==> config.mk <==
export PLATFORM = sky130hd
export DESIGN_NAME = dcr_top
export DESIGN_NICKNAME = d
export VERILOG_FILES = /design/src/rtl/dcr_pkg.sv /design/src/rtl/dcr_top.sv
export VERILOG_INCLUDE_DIRS = /design/src /design/src/rtl
export SDC_FILE = /design/constraint.sdc
export NUM_CORES = 1
export LEC_CHECK = 0
export ABC_CLOCK_PERIOD_IN_PS = 6400
export BUFFER_PORTS_ARGS = -buffer_cell sky130_fd_sc_hd__buf_2
export CAP_MARGIN = 20
export CORE_AREA = 2 2 256 258
export CTS_CLUSTER_DIAMETER = 100
export DETAILED_ROUTE_END_ITERATION = 8
export DIE_AREA = 0 0 258 260
export HOLD_SLACK_MARGIN = 0.02
export PLACE_DENSITY_LB_ADDON = 0.12
export SLEW_MARGIN = 20
export SYNTH_ARGS = -nofsm -noshare
export SYNTH_HDL_FRONTEND = slang
export SYNTH_SLANG_ARGS = --single-unit
==> constraint.sdc <==
create_clock -name aclk -period 6.4 [get_ports aclk]
set_input_delay 1.6 -clock aclk [delete_from_list [all_inputs] [get_ports aclk]]
set_output_delay 1.6 -clock aclk [all_outputs]
set_load 0.01 [all_outputs]
==> src/rtl/dcr_defines.svh <==
// Register map, field positions and reset values for the converter control block.
// Assumes a 32-bit AXI4-Lite slave with one aligned word per register.
`ifndef DCR_DEFINES_SVH
`define DCR_DEFINES_SVH

// Register indices; byte address is four times the index
`define DCR_IDX_LEVEL_FIRST 12'h07D
`define DCR_IDX_CTRL_FIRST 12'h07F
`define DCR_IDX_LEVEL_SECOND 12'h0A0
`define DCR_IDX_CTRL_SECOND 12'h0A2
`define DCR_ADDR_LEVEL_FIRST (`DCR_IDX_LEVEL_FIRST * 12'h004)
`define DCR_ADDR_CTRL_FIRST (`DCR_IDX_CTRL_FIRST * 12'h004)
`define DCR_ADDR_LEVEL_SECOND (`DCR_IDX_LEVEL_SECOND * 12'h004)
`define DCR_ADDR_CTRL_SECOND (`DCR_IDX_CTRL_SECOND * 12'h004)

// Control field positions
`define DCR_BIT_EN 7
`define DCR_OE_HI 5
`define DCR_OE_LO 4
`define DCR_PSS_HI 3
`define DCR_PSS_LO 2
`define DCR_BIT_NSS 0

// Implemented bits of each control register
`define DCR_MASK_CTRL_FIRST 8'hBD
`define DCR_MASK_CTRL_SECOND 8'h8D

// Reset values
`define DCR_RST_CTRL 8'h00
`define DCR_RST_LEVEL 8'h00

// Field encodings
`define DCR_OE_SECOND_PIN 2'h2
`define DCR_OE_FIRST_PIN 2'h1
`define DCR_PSS_SUPPLY 2'h0
`define DCR_PSS_EXT 2'h1
`define DCR_PSS_FIXED 2'h2

// AXI responses
`define DCR_RESP_OKAY 2'h0
`define DCR_RESP_SLVERR 2'h2

`endif

==> src/rtl/dcr_pkg.sv <==
// Types shared by the converter control block and its users.
// Assumes the constants header alongside for all numeric values.
package dcr_pkg;

	// Settings presented to one converter's ladder and reference muxes
	typedef struct packed {
		logic power;          // Converter powered
		logic ref_on;         // Reference ladder energised
		logic [2:0] pos_sel;  // One-hot: fixed_reference, external, supply
		logic neg_ext;        // 1: external negative ref, 0: ground
		logic [7:0] level_code;
	} dcr_conv_type;

	// Pin routing of the buffered instance
	typedef struct packed {
		logic second_output_pin_oe;
		logic first_output_pin_oe;
	} dcr_pins_type;

endpackage : dcr_pkg

==> src/rtl/dcr_top.sv <==
// Control registers for two 8-bit ladder converters behind an AXI4-Lite slave.
// Assumes a synchronous active-low reset and an analog ladder and mux that
// follow the settings presented here without further handshaking.
//
// Our own choice: the AXI4-Lite slave port.
`timescale 1ns/1ps
`include "dcr_defines.svh"

module dcr_top #(
	parameter int ADDR_WIDTH = 12,
	parameter int CODE_WIDTH = 8
) (
	// Clock and reset
	input wire logic aclk,
	input wire logic aresetn,
	// AXI4-Lite write address and data
	input wire logic [ADDR_WIDTH-1:0] awaddr,
	input wire logic [2:0] awprot,
	input wire logic awvalid,
	output logic awready,
	input wire logic [31:0] wdata,
	input wire logic [3:0] wstrb,
	input wire logic wvalid,
	output logic wready,
	// AXI4-Lite write response
	output logic [1:0] bresp,
	output logic bvalid,
	input wire logic bready,
	// AXI4-Lite read
	input wire logic [ADDR_WIDTH-1:0] araddr,
	input wire logic [2:0] arprot,
	input wire logic arvalid,
	output logic arready,
	output logic [31:0] rdata,
	output logic [1:0] rresp,
	output logic rvalid,
	input wire logic rready,
	// Device power state
	input wire logic sleep_mode,
	// Analog side
	output dcr_pkg::dcr_conv_type buffered_instance,
	output dcr_pkg::dcr_conv_type internal_instance,
	output dcr_pkg::dcr_pins_type analog_output_pin,
	output logic [(1<<CODE_WIDTH)-1:0] buffered_tap,
	output logic [(1<<CODE_WIDTH)-1:0] internal_tap
);
	import dcr_pkg::*;

	localparam int LEVELS = 1 << CODE_WIDTH;

	// Register contents
	logic [7:0] control_first;
	logic [7:0] control_second;
	logic [CODE_WIDTH-1:0] level_code_first;
	logic [CODE_WIDTH-1:0] level_code_second;

	// Write channel holding state; address and data may arrive in either order
	logic aw_held;
	logic w_held;
	logic [ADDR_WIDTH-1:0] aw_addr_q;
	logic [31:0] w_data_q;
	logic [3:0] w_strb_q;

	// Handshake readies are combinational off holding state
	assign awready = !aw_held && !bvalid;
	assign wready = !w_held && !bvalid;
	assign arready = !rvalid;

	// Write decode; protection bits are accepted but not checked
	wire do_write = aw_held && w_held && !bvalid;
	wire wr_lane0 = do_write && w_strb_q[0];
	wire [7:0] wr_byte = w_data_q[7:0];
	wire wr_hit_ctrl_first = (aw_addr_q == ADDR_WIDTH'(`DCR_ADDR_CTRL_FIRST));
	wire wr_hit_level_first = (aw_addr_q == ADDR_WIDTH'(`DCR_ADDR_LEVEL_FIRST));
	wire wr_hit_ctrl_second = (aw_addr_q == ADDR_WIDTH'(`DCR_ADDR_CTRL_SECOND));
	wire wr_hit_level_second = (aw_addr_q == ADDR_WIDTH'(`DCR_ADDR_LEVEL_SECOND));
	wire wr_hit = wr_hit_ctrl_first || wr_hit_level_first || wr_hit_ctrl_second
		|| wr_hit_level_second;

	// Holding registers for the write address and data
	always_ff @(posedge aclk) begin
		if (!aresetn) begin
			aw_held <= 1'b0;
			aw_addr_q <= '0;
		end else if (awvalid && awready) begin
			aw_held <= 1'b1;
			aw_addr_q <= awaddr;
		end else if (do_write) begin
			aw_held <= 1'b0;
		end
	end

	always_ff @(posedge aclk) begin
		if (!aresetn) begin
			w_held <= 1'b0;
			w_data_q <= '0;
			w_strb_q <= '0;
		end else if (wvalid && wready) begin
			w_held <= 1'b1;
			w_data_q <= wdata;
			w_strb_q <= wstrb;
		end else if (do_write) begin
			w_held <= 1'b0;
		end
	end

	// Write response is raised on the same edge as the register update
	always_ff @(posedge aclk) begin
		if (!aresetn) begin
			bvalid <= 1'b0;
			bresp <= `DCR_RESP_OKAY;
		end else if (do_write) begin
			bvalid <= 1'b1;
			bresp <= wr_hit ? `DCR_RESP_OKAY : `DCR_RESP_SLVERR;
		end else if (bready) begin
			bvalid <= 1'b0;
		end
	end

	// only aresetn and bus writes touch them, sleep never does
	always_ff @(posedge aclk) begin
		if (!aresetn) begin
			control_first <= `DCR_RST_CTRL;
			control_second <= `DCR_RST_CTRL;
			level_code_first <= CODE_WIDTH'(`DCR_RST_LEVEL);
			level_code_second <= CODE_WIDTH'(`DCR_RST_LEVEL);
		end else begin
			if (wr_lane0 && wr_hit_ctrl_first)
				control_first <= wr_byte & `DCR_MASK_CTRL_FIRST;
			if (wr_lane0 && wr_hit_ctrl_second)
				control_second <= wr_byte & `DCR_MASK_CTRL_SECOND;
			if (wr_lane0 && wr_hit_level_first)
				level_code_first <= wr_byte[CODE_WIDTH-1:0];
			if (wr_lane0 && wr_hit_level_second)
				level_code_second <= wr_byte[CODE_WIDTH-1:0];
		end
	end

	// Read decode and data selection
	wire rd_hit_ctrl_first = (araddr == ADDR_WIDTH'(`DCR_ADDR_CTRL_FIRST));
	wire rd_hit_level_first = (araddr == ADDR_WIDTH'(`DCR_ADDR_LEVEL_FIRST));
	wire rd_hit_ctrl_second = (araddr == ADDR_WIDTH'(`DCR_ADDR_CTRL_SECOND));
	wire rd_hit_level_second = (araddr == ADDR_WIDTH'(`DCR_ADDR_LEVEL_SECOND));
	wire rd_hit = rd_hit_ctrl_first || rd_hit_level_first || rd_hit_ctrl_second
		|| rd_hit_level_second;
	wire [7:0] rd_byte = rd_hit_ctrl_first ? control_first :
		rd_hit_ctrl_second ? control_second :
		rd_hit_level_first ? 8'(level_code_first) :
		rd_hit_level_second ? 8'(level_code_second) : 8'h00;

	// Read answer registered on the same edge that takes the address
	always_ff @(posedge aclk) begin
		if (!aresetn) begin
			rvalid <= 1'b0;
			rdata <= 32'h00000000;
			rresp <= `DCR_RESP_OKAY;
		end else if (arvalid && arready) begin
			rvalid <= 1'b1;
			rdata <= {24'h000000, rd_byte};
			rresp <= rd_hit ? `DCR_RESP_OKAY : `DCR_RESP_SLVERR;
		end else if (rready) begin
			rvalid <= 1'b0;
		end
	end

	wire en_first = control_first[`DCR_BIT_EN];
	wire en_second = control_second[`DCR_BIT_EN];
	// sleep overrides the enable for the reference
	wire ref_first = en_first && !sleep_mode;
	wire ref_second = en_second && !sleep_mode;

	// positive reference; reserved code selects nothing
	function automatic logic [2:0] pos_decode(input logic [1:0] positive_ref_select);
		logic [2:0] sel;
		sel = 3'h0;
		case (positive_ref_select)
			`DCR_PSS_SUPPLY: sel = 3'h1;
			`DCR_PSS_EXT: sel = 3'h2;
			`DCR_PSS_FIXED: sel = 3'h4;
			default: sel = 3'h0;
		endcase
		return sel;
	endfunction : pos_decode

	// Converter settings; the mux settings stay registered so they are ready at wake
	// negative reference select
	assign buffered_instance.power = en_first;
	assign buffered_instance.ref_on = ref_first;
	assign buffered_instance.pos_sel = pos_decode(control_first[`DCR_PSS_HI:`DCR_PSS_LO]);
	assign buffered_instance.neg_ext = control_first[`DCR_BIT_NSS];
	assign buffered_instance.level_code = 8'(level_code_first);
	assign internal_instance.power = en_second;
	assign internal_instance.ref_on = ref_second;
	assign internal_instance.pos_sel = pos_decode(control_second[`DCR_PSS_HI:`DCR_PSS_LO]);
	assign internal_instance.neg_ext = control_second[`DCR_BIT_NSS];
	assign internal_instance.level_code = 8'(level_code_second);

	// pin routing from the select field
	// codes 00 and 11 drive neither pin; a disabled converter drives none
	wire [1:0] oe_field = control_first[`DCR_OE_HI:`DCR_OE_LO];
	assign analog_output_pin.first_output_pin_oe = en_first && (oe_field == `DCR_OE_FIRST_PIN);
	assign analog_output_pin.second_output_pin_oe =
		en_first && (oe_field == `DCR_OE_SECOND_PIN);
	// the second instance has no pin logic at all

	// one ladder tap per code, taps dead while the reference is off
	genvar tap_i;
	generate
		for (tap_i = 0; tap_i < LEVELS; tap_i++) begin : g_tap
			assign buffered_tap[tap_i] = ref_first
				&& (level_code_first == CODE_WIDTH'(tap_i));
			assign internal_tap[tap_i] = ref_second
				&& (level_code_second == CODE_WIDTH'(tap_i));
		end
	endgenerate

	// Checks on the block's own behaviour
	property p_enable_power;
		@(posedge aclk) disable iff (!aresetn)
		do_write && w_strb_q[0] && wr_hit_ctrl_first |=>
			buffered_instance.power == $past(w_data_q[7]);
	endproperty
	a_enable_power: assert property (p_enable_power)
		else $error("enable write did not reach converter power");

	property p_pin_route;
		@(posedge aclk) disable iff (!aresetn)
		buffered_instance.power && control_first[5:4] == 2'h2 |->
			analog_output_pin.second_output_pin_oe && !analog_output_pin.first_output_pin_oe;
	endproperty
	a_pin_route: assert property (p_pin_route)
		else $error("select code 10 did not route to second pin");

	property p_one_hot_pins;
		@(posedge aclk) disable iff (!aresetn)
		!(analog_output_pin.first_output_pin_oe && analog_output_pin.second_output_pin_oe);
	endproperty
	a_one_hot_pins: assert property (p_one_hot_pins)
		else $error("both output pins driven");

	property p_pos_ref;
		@(posedge aclk) disable iff (!aresetn)
		control_second[3:2] == 2'h2 |-> internal_instance.pos_sel == 3'h4;
	endproperty
	a_pos_ref: assert property (p_pos_ref)
		else $error("fixed reference not selected for code 10");

	property p_neg_ref;
		@(posedge aclk) disable iff (!aresetn)
		do_write && w_strb_q[0] && wr_hit_ctrl_second |=>
			internal_instance.neg_ext == $past(w_data_q[0]);
	endproperty
	a_neg_ref: assert property (p_neg_ref)
		else $error("negative reference select not stored");

	property p_level_store;
		@(posedge aclk) disable iff (!aresetn)
		do_write && w_strb_q[0] && wr_hit_level_first |=> bvalid
			&& buffered_instance.level_code == $past(w_data_q[7:0]);
	endproperty
	a_level_store: assert property (p_level_store)
		else $error("level code write lost");

	property p_tap_count;
		@(posedge aclk) disable iff (!aresetn)
		$countones(internal_tap) == (internal_instance.ref_on ? 1 : 0);
	endproperty
	a_tap_count: assert property (p_tap_count)
		else $error("ladder tap selection not one-hot");

	property p_reset_state;
		@(posedge aclk)
		!aresetn |=> !buffered_instance.power && analog_output_pin == 2'h0
			&& buffered_instance.level_code == 8'h00 && internal_instance.level_code == 8'h00;
	endproperty
	a_reset_state: assert property (p_reset_state)
		else $error("reset left converter active or code set");

	property p_sleep_keep;
		@(posedge aclk) disable iff (!aresetn)
		sleep_mode && !do_write |=> $stable(control_first) && $stable(control_second)
			&& $stable(level_code_first) && $stable(level_code_second);
	endproperty
	a_sleep_keep: assert property (p_sleep_keep)
		else $error("register changed during sleep without a write");

	property p_sleep_ref_off;
		@(posedge aclk) disable iff (!aresetn)
		sleep_mode |-> !buffered_instance.ref_on && !internal_instance.ref_on;
	endproperty
	a_sleep_ref_off: assert property (p_sleep_ref_off)
		else $error("reference on during sleep");

	property p_read_mask;
		@(posedge aclk) disable iff (!aresetn)
		arvalid && arready && rd_hit_ctrl_second |=>
			rvalid && (rdata & 32'hFFFFFF72) == 32'h00000000;
	endproperty
	a_read_mask: assert property (p_read_mask)
		else $error("unimplemented control bits read nonzero");

	property p_second_addr;
		@(posedge aclk) disable iff (!aresetn)
		arvalid && arready && araddr == ADDR_WIDTH'(12'h280) |=>
			rresp == 2'h0 && rdata[7:0] == 8'($past(level_code_second));
	endproperty
	a_second_addr: assert property (p_second_addr)
		else $error("second level register not at its address");

	// Read data is the value held before the answering edge
	property p_first_addr;
		@(posedge aclk) disable iff (!aresetn)
		arvalid && arready && araddr == ADDR_WIDTH'(12'h1FC) |=>
			rresp == `DCR_RESP_OKAY && rdata[7:0] == $past(control_first);
	endproperty
	a_first_addr: assert property (p_first_addr)
		else $error("first control register not at its address");

	property p_pin_first;
		@(posedge aclk) disable iff (!aresetn)
		buffered_instance.power && oe_field == `DCR_OE_FIRST_PIN |->
			analog_output_pin.first_output_pin_oe && !analog_output_pin.second_output_pin_oe;
	endproperty
	a_pin_first: assert property (p_pin_first)
		else $error("select code 01 did not route to first pin");

	// Codes 00 and 11, or a disabled converter, leave both pins free
	property p_pin_none;
		@(posedge aclk) disable iff (!aresetn)
		!buffered_instance.power || oe_field[1] == oe_field[0] |-> analog_output_pin == 2'h0;
	endproperty
	a_pin_none: assert property (p_pin_none)
		else $error("output pin driven while deselected or disabled");

endmodule : dcr_top

### Word-level counts from Yosys, hierarchy flattened

Index checks and enable logic that the tools add are counted.
W data, S select, Z words.

* input bits: 74
* logic and storage cells: 1100
* bits in registers: 63

* reductions and logical operators: 547
* mux-type cells: 15
* equal/unequal tests: 524

Operators by type and width (count)
* $eq A8 B8 Y1 const B: 256
* $eq A8 B7 Y1 const B: 128
* $logic_and A1 B1 Y1: 528
* $eq A8 B6 Y1 const B: 64
* $eq A8 B5 Y1 const B: 32
* $eq A8 B4 Y1 const B: 16
* $eq A8 B3 Y1 const B: 8
* $eq A12 B10 Y1 const B: 4
* $eq A12 B9 Y1 const B: 4
* $eq A8 B2 Y1 const B: 4
* $mux W8: 4
* $pmux W3 S3: 2
* $eq A8 B1 Y1 const B: 2
* $logic_not A8 Y1: 2
* $reduce_bool A2 Y1: 4
* $mux W1: 7
* $eq A2 B1 Y1 const B: 3
* $eq A2 B2 Y1 const B: 3
* $logic_or A1 B1 Y1: 6
* $logic_not A1 Y1: 5
* $logic_not A2 Y1: 2
* $mux W2: 2

### Logic depth before layout (Yosys ltp)

Gate-level depths: netlist (run 1).

* word-level depth: 5
* mapped depth: 6

### Least setup slack after synthesis (run 1)

No wires, ideal clock.

* kind: input to output
* start point: input sleep_mode
* end point: output internal_tap[100]
* path buffers: 3
* arrival time: 2825 ps
* stages on the path: 6
* setup slack: 1975 ps
* path through: nor2b_1 > clkbuf_1 > buf_1 > nand3_1 > clkbuf_1 > nor2_1

* longest elaborated chain between the ends: 3

Ends and longest elaborated chain
* start: declaration: RTL line dcr_top.sv:39 `input wire logic sleep_mode,`
* $logic_not A1 Y1: RTL line dcr_top.sv:170 `wire ref_second = en_second && !sleep_mode;`
* $logic_and A1 B1 Y1: RTL line dcr_top.sv:170
* net ref_second: RTL line dcr_top.sv:170
* $logic_and A1 B1 Y1: RTL line dcr_top.sv:213 `&& (level_code_second == CODE_WIDTH'(tap_i));`
* end: declaration: RTL line dcr_top.sv:45 `output logic [(1<<CODE_WIDTH)-1:0] internal_tap`

The timed path passes the listed nets, and every way through them passes these cells.

### Final worst setup path (run 1)

* start point: input sleep_mode
* end point: output buffered_tap[16]

* longest elaborated chain between the ends: 3

Ends and longest elaborated chain
* $logic_not A1 Y1: RTL line dcr_top.sv:169 `wire ref_first = en_first && !sleep_mode;`
* $logic_and A1 B1 Y1: RTL line dcr_top.sv:169
* $logic_and A1 B1 Y1: RTL line dcr_top.sv:211 `&& (level_code_first == CODE_WIDTH'(tap_i));`
* end: declaration: RTL line dcr_top.sv:44 `output logic [(1<<CODE_WIDTH)-1:0] buffered_tap,`

No other way between the ends.

==> results of run 1 <==
==> registers in the layout, indices dropped and copies added (netlist names) <==
register,flops
aw_addr_q,12
control_second,4
rresp,1
w_held,1
level_code_second,8
w_strb_q,1
control_first,6
w_data_q,8
level_code_first,8
bvalid,1
rvalid,1
rdata,8
bresp,1
aw_held,1
==> metal layers <==
metal	up-vias	track usage (%)
li1	4281	-
met1	4205	15.1
met2	401	23.6
met3	38	3.62
met4	4	2.17
met5	-	0
==> worst max-delay path, delay by kind of cell <==
kind                   cells  cell delay [ps]
buffers and inverters      3              590
AND/OR/NAND/NOR            3             1400
==> metrics by stage <==
stage                     power [uW]  setup WS, ps
after global routing             988          1070
after floorplan                  464          1980
after CTS                        959          1240
after global placement           490          1230
final                            942          1190
after detailed placement         490          1240
==> where the power goes <==
part / internal (uW) / switching, uW
combinational: 25.5 / 53.0
sequential: 392 / 8.53
clock: 291 / 171
total: 709 / 232
==> kinds of logic after synthesis <==
kind of cell | Yosys count
AND/OR/NAND/NOR | 779
multiplexers | 29
other | 1
AO/OA/AOI/OAI | 50
buffers and inverters | 142
flip-flops | 61
==> cell usage after synthesis (2+ instances only) <==
| library cell | count | area (um^2) |
|---|---|---|
| inv_1 | 7 | 26.3 |
| and4_1 | 2 | 17.5 |
| a31oi_1 | 3 | 18.8 |
| clkbuf_1 | 94 | 353 |
| buf_4 | 32 | 240 |
| a22o_1 | 3 | 26.3 |
| and3b_1 | 2 | 17.5 |
| nor2_1 | 528 | 1980 |
| and2_1 | 4 | 25.0 |
| mux2i_1 | 29 | 290 |
| nor4_1 | 2 | 12.5 |
| or4b_4 | 2 | 27.5 |
| nand3_1 | 54 | 270 |
| nand4_1 | 16 | 100 |
| nor3_1 | 2 | 10.0 |
| a21oi_1 | 29 | 145 |
| a221o_1 | 3 | 30.0 |
| nor3_4 | 2 | 32.5 |
| o21ai_0 | 5 | 25.0 |
| nor2b_1 | 27 | 169 |
| nand3b_1 | 3 | 22.5 |
| and3_1 | 4 | 25.0 |
| dfxtp_1 | 61 | 1220 |
| nand2_1 | 126 | 473 |
| or3_1 | 2 | 12.5 |
| buf_1 | 7 | 26.3 |
==> worst max path at each step <==
stage,to,cells after the start
finish,buffered_tap[16],6
global route,buffered_tap[16],6
CTS,buffered_tap[16],6
detailed placement,buffered_tap[16],6
global placement,buffered_tap[16],6
floorplan,internal_tap[100],6
==> final cells by class <==
class / instances / area, um^2
fillers: 7664 / 54500
multi-input cells: 884 / 3920
clock buffers: 14 / 274
repair buffers: 609 / 3080
well taps: 855 / 1070
clock inverters: 1 / 5.00
flip-flops and latches: 61 / 1220
inverters: 7 / 26.3
==> results by group, run 1 <==
Status
  – Status: finished, final reports clean

Clocking
  – Post-CTS setup repair buffer count: 0
  – CTS sink count: 61
  – CTS root buffer: clkbuf_16
  – CTS tree: done
  – # hold bufs at CTS: 0
  – CTS buffer count: 9
  – H-tree depth: 3
  – CTS resizes: 0
  – Clock-pin slew on the worst setup and hold paths: ~50 ps
  – Maximum buffer depth of the clock tree: 2
  – Later-pin clock latency in the skew report: 330 ps

Die
  – Site Rows: 93
  – Die height: 260 um
  – IO Count: between 600 and 700
  – Die X: 258 um
  – Full die area: ~67,000 um^2
  – Starting Density: 8.89%
  – Core ar.: ~64,000 um^2

Route
  – Via density: 3.67
  – Router iterations before antenna repair: 5
  – Met1 WL: 18,700 um
  – Routed wl met3: 3460 um
  – Detail Route Antenna Nets: 0
  – Uppermost layer routed: met5
  – DR WL met2: approximately 24,000 um
  – Routed vias: 8,929
  – Average wire per standard cell: 19.4 um
  – DRC viols: 0
  – Detailed Route Iter0 Violations: 666
  – Detailed-route wire length: 47,000 um

Worst setup path
  – R2R depth: 4
  – Slowest-stage cell, CP: nand3_1
  – Worst Path Arrival: 3610 ps
  – Type of origin of the critical path: input pin
  – CP max stage delay: between 600 and 700 ps
  – Most used cell along the critical path: buf_2
  – CP Capture Type: primary output
  – Crit path kind: in -> out
  – Reg-to-reg slack, setup: 4060 ps
  – Worst R2R End: level_code_second[6]
  – Critical Path, Cell by Cell: buf_2 > nor2b_1 > buf_4 > nand3_1 > nor2_1 > buf_2
  – CP startpoint: sleep_mode
  – Worst Path Required: 4800 ps
  – Crit-path max FO: 19
  – Reg-to-reg startpoint: aw_addr_q[0]

Finish
  – Final non-filler cell total: 2,431
  – N_diodes: 0
  – Fin nets: between 1,500 and 2,000
  – Final instance area: 9590 um^2
  – Commonest non-fill, non-tap cell in the layout: buf_2
  – Layout cells sized above 1: 39.8%
  – Most frequent cells in the layout: buf_2, nor2_1, nand2_1
  – Syn-to-layout area delta: 68.3%
  – Finished Core Util: 15.0%

Yosys
  – Simple-gate share of the synthesized area: 56.5%
  – Post-synth top flop: dfxtp_1
  – Synth Instances: approximately 1,100
  – Average instance area after synthesis: roughly 5.4 um^2
  – Largest family of logic cells by synthesized area: simple AND/OR/NAND/NOR gates
  – Async set-reset flop share out of synthesis: 0%
  – Post-synthesis xor/xnor area fraction: 0%
  – Post-Synth Adder-Cell Area: 0%
  – #FFs+latches synth: 61
  – Sequential area share after synthesis: 21.4%
  – Synth warnings: 0
  – Post-synthesis compound-gate area fraction: 5.31%
  – Yosys cell types: 39
  – Synthesized cell area: 5700 um^2
  – Mux cell area share after synthesis: under 10%
  – EDFF count, synth: 0

Timing
  – Slew headroom: 30.0%
  – Min Tclk post-route: 5210 ps
  – Worst-Margin Slew: ~1000 ps
  – Setup_tns: 0 ps
  – Final hold vios: 0
  – Min Hold Slack: roughly 450 ps
  – RSZ-0062 raised after global routing: no
  – Endpoints failing setup: 0
  – Final setup skew: 8.63 ps
  – Slew Limit Fails: 0
  – Crit share post-route: 81.5%
  – Max Freq: 0.192 GHz

Global routing
  – Global-route usage over all layers: 12.9%
  – First-pass GRT wire length: 63,600 um
  – Grt total ovfl: 0
  – Antenna violations before repair: 2
  – Vias in the first global route: around 8,300
  – Largest net degree at the start of global routing: 40

Flow run
  – Maxcap violations: 0

Place
  – Gpl congestion: 0.814
  – Area after DPL: 9320 um^2
  – Post-DP HPWL: about 38,000 um
  – Post-Place Cells: 2,416
  – I/O Buffers: 597

Hold path
  – HP Class: reg -> reg
  – Hold Path Sink: w_data_q[4]
  – Hold path start: w_data_q[4]
  – WHS Path Cells: 2

Power
  – VDD IR-drop max: 0.0812 mV
  – Cell Pwr Density: 98.1 nW/um^2
  – Pleak: 0.00478 uW
No activity file was read; power rests on OpenSTA's default activity.
==> run 2, diff against run 1 <==
- ABC_CLOCK_PERIOD_IN_PS: 6400 -> 4300
- clock period: 6.4 -> 4.3 ns (I/O delays scaled with it)
==> run 2 against run 1 <==
Count of clock-buffer cells in the layout shrank 2. Via count grew 0.91%. Register-to-register slack lost 2100 ps. Total power grew 46%. First-iteration DRC count shrank 9.9%. Sequential power grew 49%. Critical path type is now reg -> out. Largest cell class unchanged. Highest routed layer unchanged.
==> results by group, run 2 (synthesis results as in run 1) <==
Finish
  – Fill cell count: 7,602 (-0.81%)
  – Layout cells sized above 1: 41.1% (+1.2 points)
  – Commonest non-fill, non-tap cell in the layout: buf_2
  – Largest register FFs: 12 (unchanged)
  – Area occupied by multi-input gates: 3910 um^2 (-0.16%)
  – Most frequent cells in the layout: buf_2, nor2_1, nand2_1
  – Fin nets: 1,680 (+2.1%)
  – Register area: 1220 um^2 (unchanged)
  – Biggest register: aw_addr_q
  – Syn-to-layout area delta: 72.6%

Power
  – VDD IR-drop max: 0.152 mV (+87%)
  – Total chip power: 1380 uW (+46%)
  – Pleak: 0.00492 uW (+3.1%)
  – Cell Pwr Density: 140 nW/um^2 (+42%)

Worst setup path
  – Worst Path Arrival: 2840 ps (-770 ps)
  – Critical Path, Cell by Cell: nor2b_1 > nand3_1 > nor2_1 > buf_2
  – Crit-path max FO: 14 (-5)
  – Worst Path Required: 3220 ps (-1580 ps)
  – Crit path kind: reg -> out
  – Slowest-stage cell, CP: dfxtp_1
  – Crit-path leading delay family: simple AND/OR/NAND/NOR gates
  – CP Capture Type: primary output
  – Type of origin of the critical path: flip-flop
  – Buf+Inv Stages, Crit Path: 1 (-2)
  – CP max stage delay: 720 ps (+50 ps)

Die
  – IO Count: 657 (unchanged)
  – Site Rows: 93 (unchanged)
  – Core ar.: 64,100 um^2 (unchanged)
  – Die X: 258 um (unchanged)
  – Starting Density: 8.89% (unchanged)
  – Die height: 260 um (unchanged)
  – Full die area: 67,100 um^2 (unchanged)

Route
  – Routed vias: 9,010 (+0.91%)
  – Detailed Route Iter0 Violations: 600 (-9.9%)
  – Detailed-route wire length: 47,500 um (+0.96%)
  – DRC viols: 0 (unchanged)
  – Router iterations before antenna repair: 5 (unchanged)
  – Via density: 3.65 (-0.57%)
  – Average wire per standard cell: 19.3 um (-0.51%)
  – Detail Route Antenna Nets: 0 (unchanged)

Place
  – I/O Buffers: 597 (unchanged)
  – Gpl congestion: 0.812 (-0.16%)
  – Post-DP HPWL: 39,000 um (+2.4%)

Hold path
  – HP Class: reg -> reg

Global routing
  – Grt total ovfl: 0 (unchanged)
  – First-pass GRT wire length: 64,300 um (+1.2%)
  – Antenna violations before repair: 4 (+2)
  – Vias in the first global route: 8,437 (+1.8%)
  – Global-route usage over all layers: 13.1% (+0.16 points)
  – Largest net degree at the start of global routing: 27 (-33%)

Clocking
  – H-tree depth: 3 (unchanged)
  – CTS buffer count: 9 (unchanged)
  – # hold bufs at CTS: 0 (unchanged)
  – CTS resizes: 0 (unchanged)
  – Later-pin clock latency in the skew report: 330 ps (about the same)
  – Post-CTS setup repair buffer count: 0 (unchanged)
  – CTS tree: done
  – CTS sink count: 61 (unchanged)
  – Maximum buffer depth of the clock tree: 2 (unchanged)
  – CTS root buffer: clkbuf_16
  – Clock-pin slew on the worst setup and hold paths: 60 ps (about the same)

Timing
  – Max Freq: 0.255 GHz
  – Endpoints failing setup: 0 (unchanged)
  – RSZ-0062 raised after global routing: no
  – Slew headroom: 34.7% (+4.7 points)
  – Setup_tns: 0 ps (unchanged)
  – Final setup skew: 6.72 ps (-1.91 ps)
  – Crit share post-route: 91.1%
  – Min Hold Slack: 451 ps (-3.46 ps)
  – Final hold vios: 0 (unchanged)
  – Slew Limit Fails: 0 (unchanged)
  – Worst-Margin Slew: 976 ps (-71.0 ps)
  – Min Tclk post-route: between 3000 and 4000 ps

Status
  – Status: finished, final reports clean

Flow run
  – Maxcap violations: 0 (unchanged)
[run 2: cell count changes in the layout (fill, tap and decap cells not counted), sizes merged]
| cell | previous run | this run |
|---|---|---|
| clkinv | 1 | 2 |
| buf | 609 | 643 |
| diode | 0 | 3 |
| clkbuf | 14 | 12 |
[run 2: per-stage QoR]
stage	area, um^2	util (%)	cells	worst slack [ps]
detailed placement	9560	14.9	2450	596
global route	9830	15.3	2465	179
floorplan	5790	-	1087	925
finish	9840	15.3	2467	383
global placement	9560	14.9	2450	614
CTS	9830	15.3	2464	337
[run 2: worst register-to-register path, stage by stage, from the launching register on]
cell     delay (ps)
dfxtp_1         310
or4b_4          540
or4b_4          580
nor3_4          560
mux2i_1         260
[run 2: worst paths after layout]
check / slack [ps] / start / depth (start not counted) / endpoint
min reg2reg: 450 / w_data_q[5] / 2 / w_data_q[5]
min: 450 / w_data_q[5] / 2 / w_data_q[5]
max: 380 / level_code_second[1] / 4 / internal_tap[150]
max reg2reg: 1990 / aw_addr_q[0] / 4 / level_code_second[0]
[run 2: where the power goes]
group / leakage (uW) / switching (uW) / internal [uW]
combinational: 0.00429 / 78.3 / 38.1
sequential: 0.000496 / 12.9 / 584
clock: 0.000134 / 249 / 413
total: 0.00492 / 341 / 1030
[run 2: layout make-up]
type | count | area share (%)
Multi-Input combinational cell | 884 | 39.8
Timing Repair Buffer | 643 | 33.9
Tap cell | 855 | 10.9
Clock buffer | 12 | 2.61
Sequential cell | 61 | 12.4
Clock inverter | 2 | 0.102
Inverter | 7 | 0.267
Antenna cell | 3 | 0.0763
[run 2: layer usage]
layer  global-route usage (%)  part of all wire [%]
met5                        0                 0.027
met4                     2.81                   1.8
met3                     3.43                   7.3
met2                     23.9                    51
met1                     15.2                    40
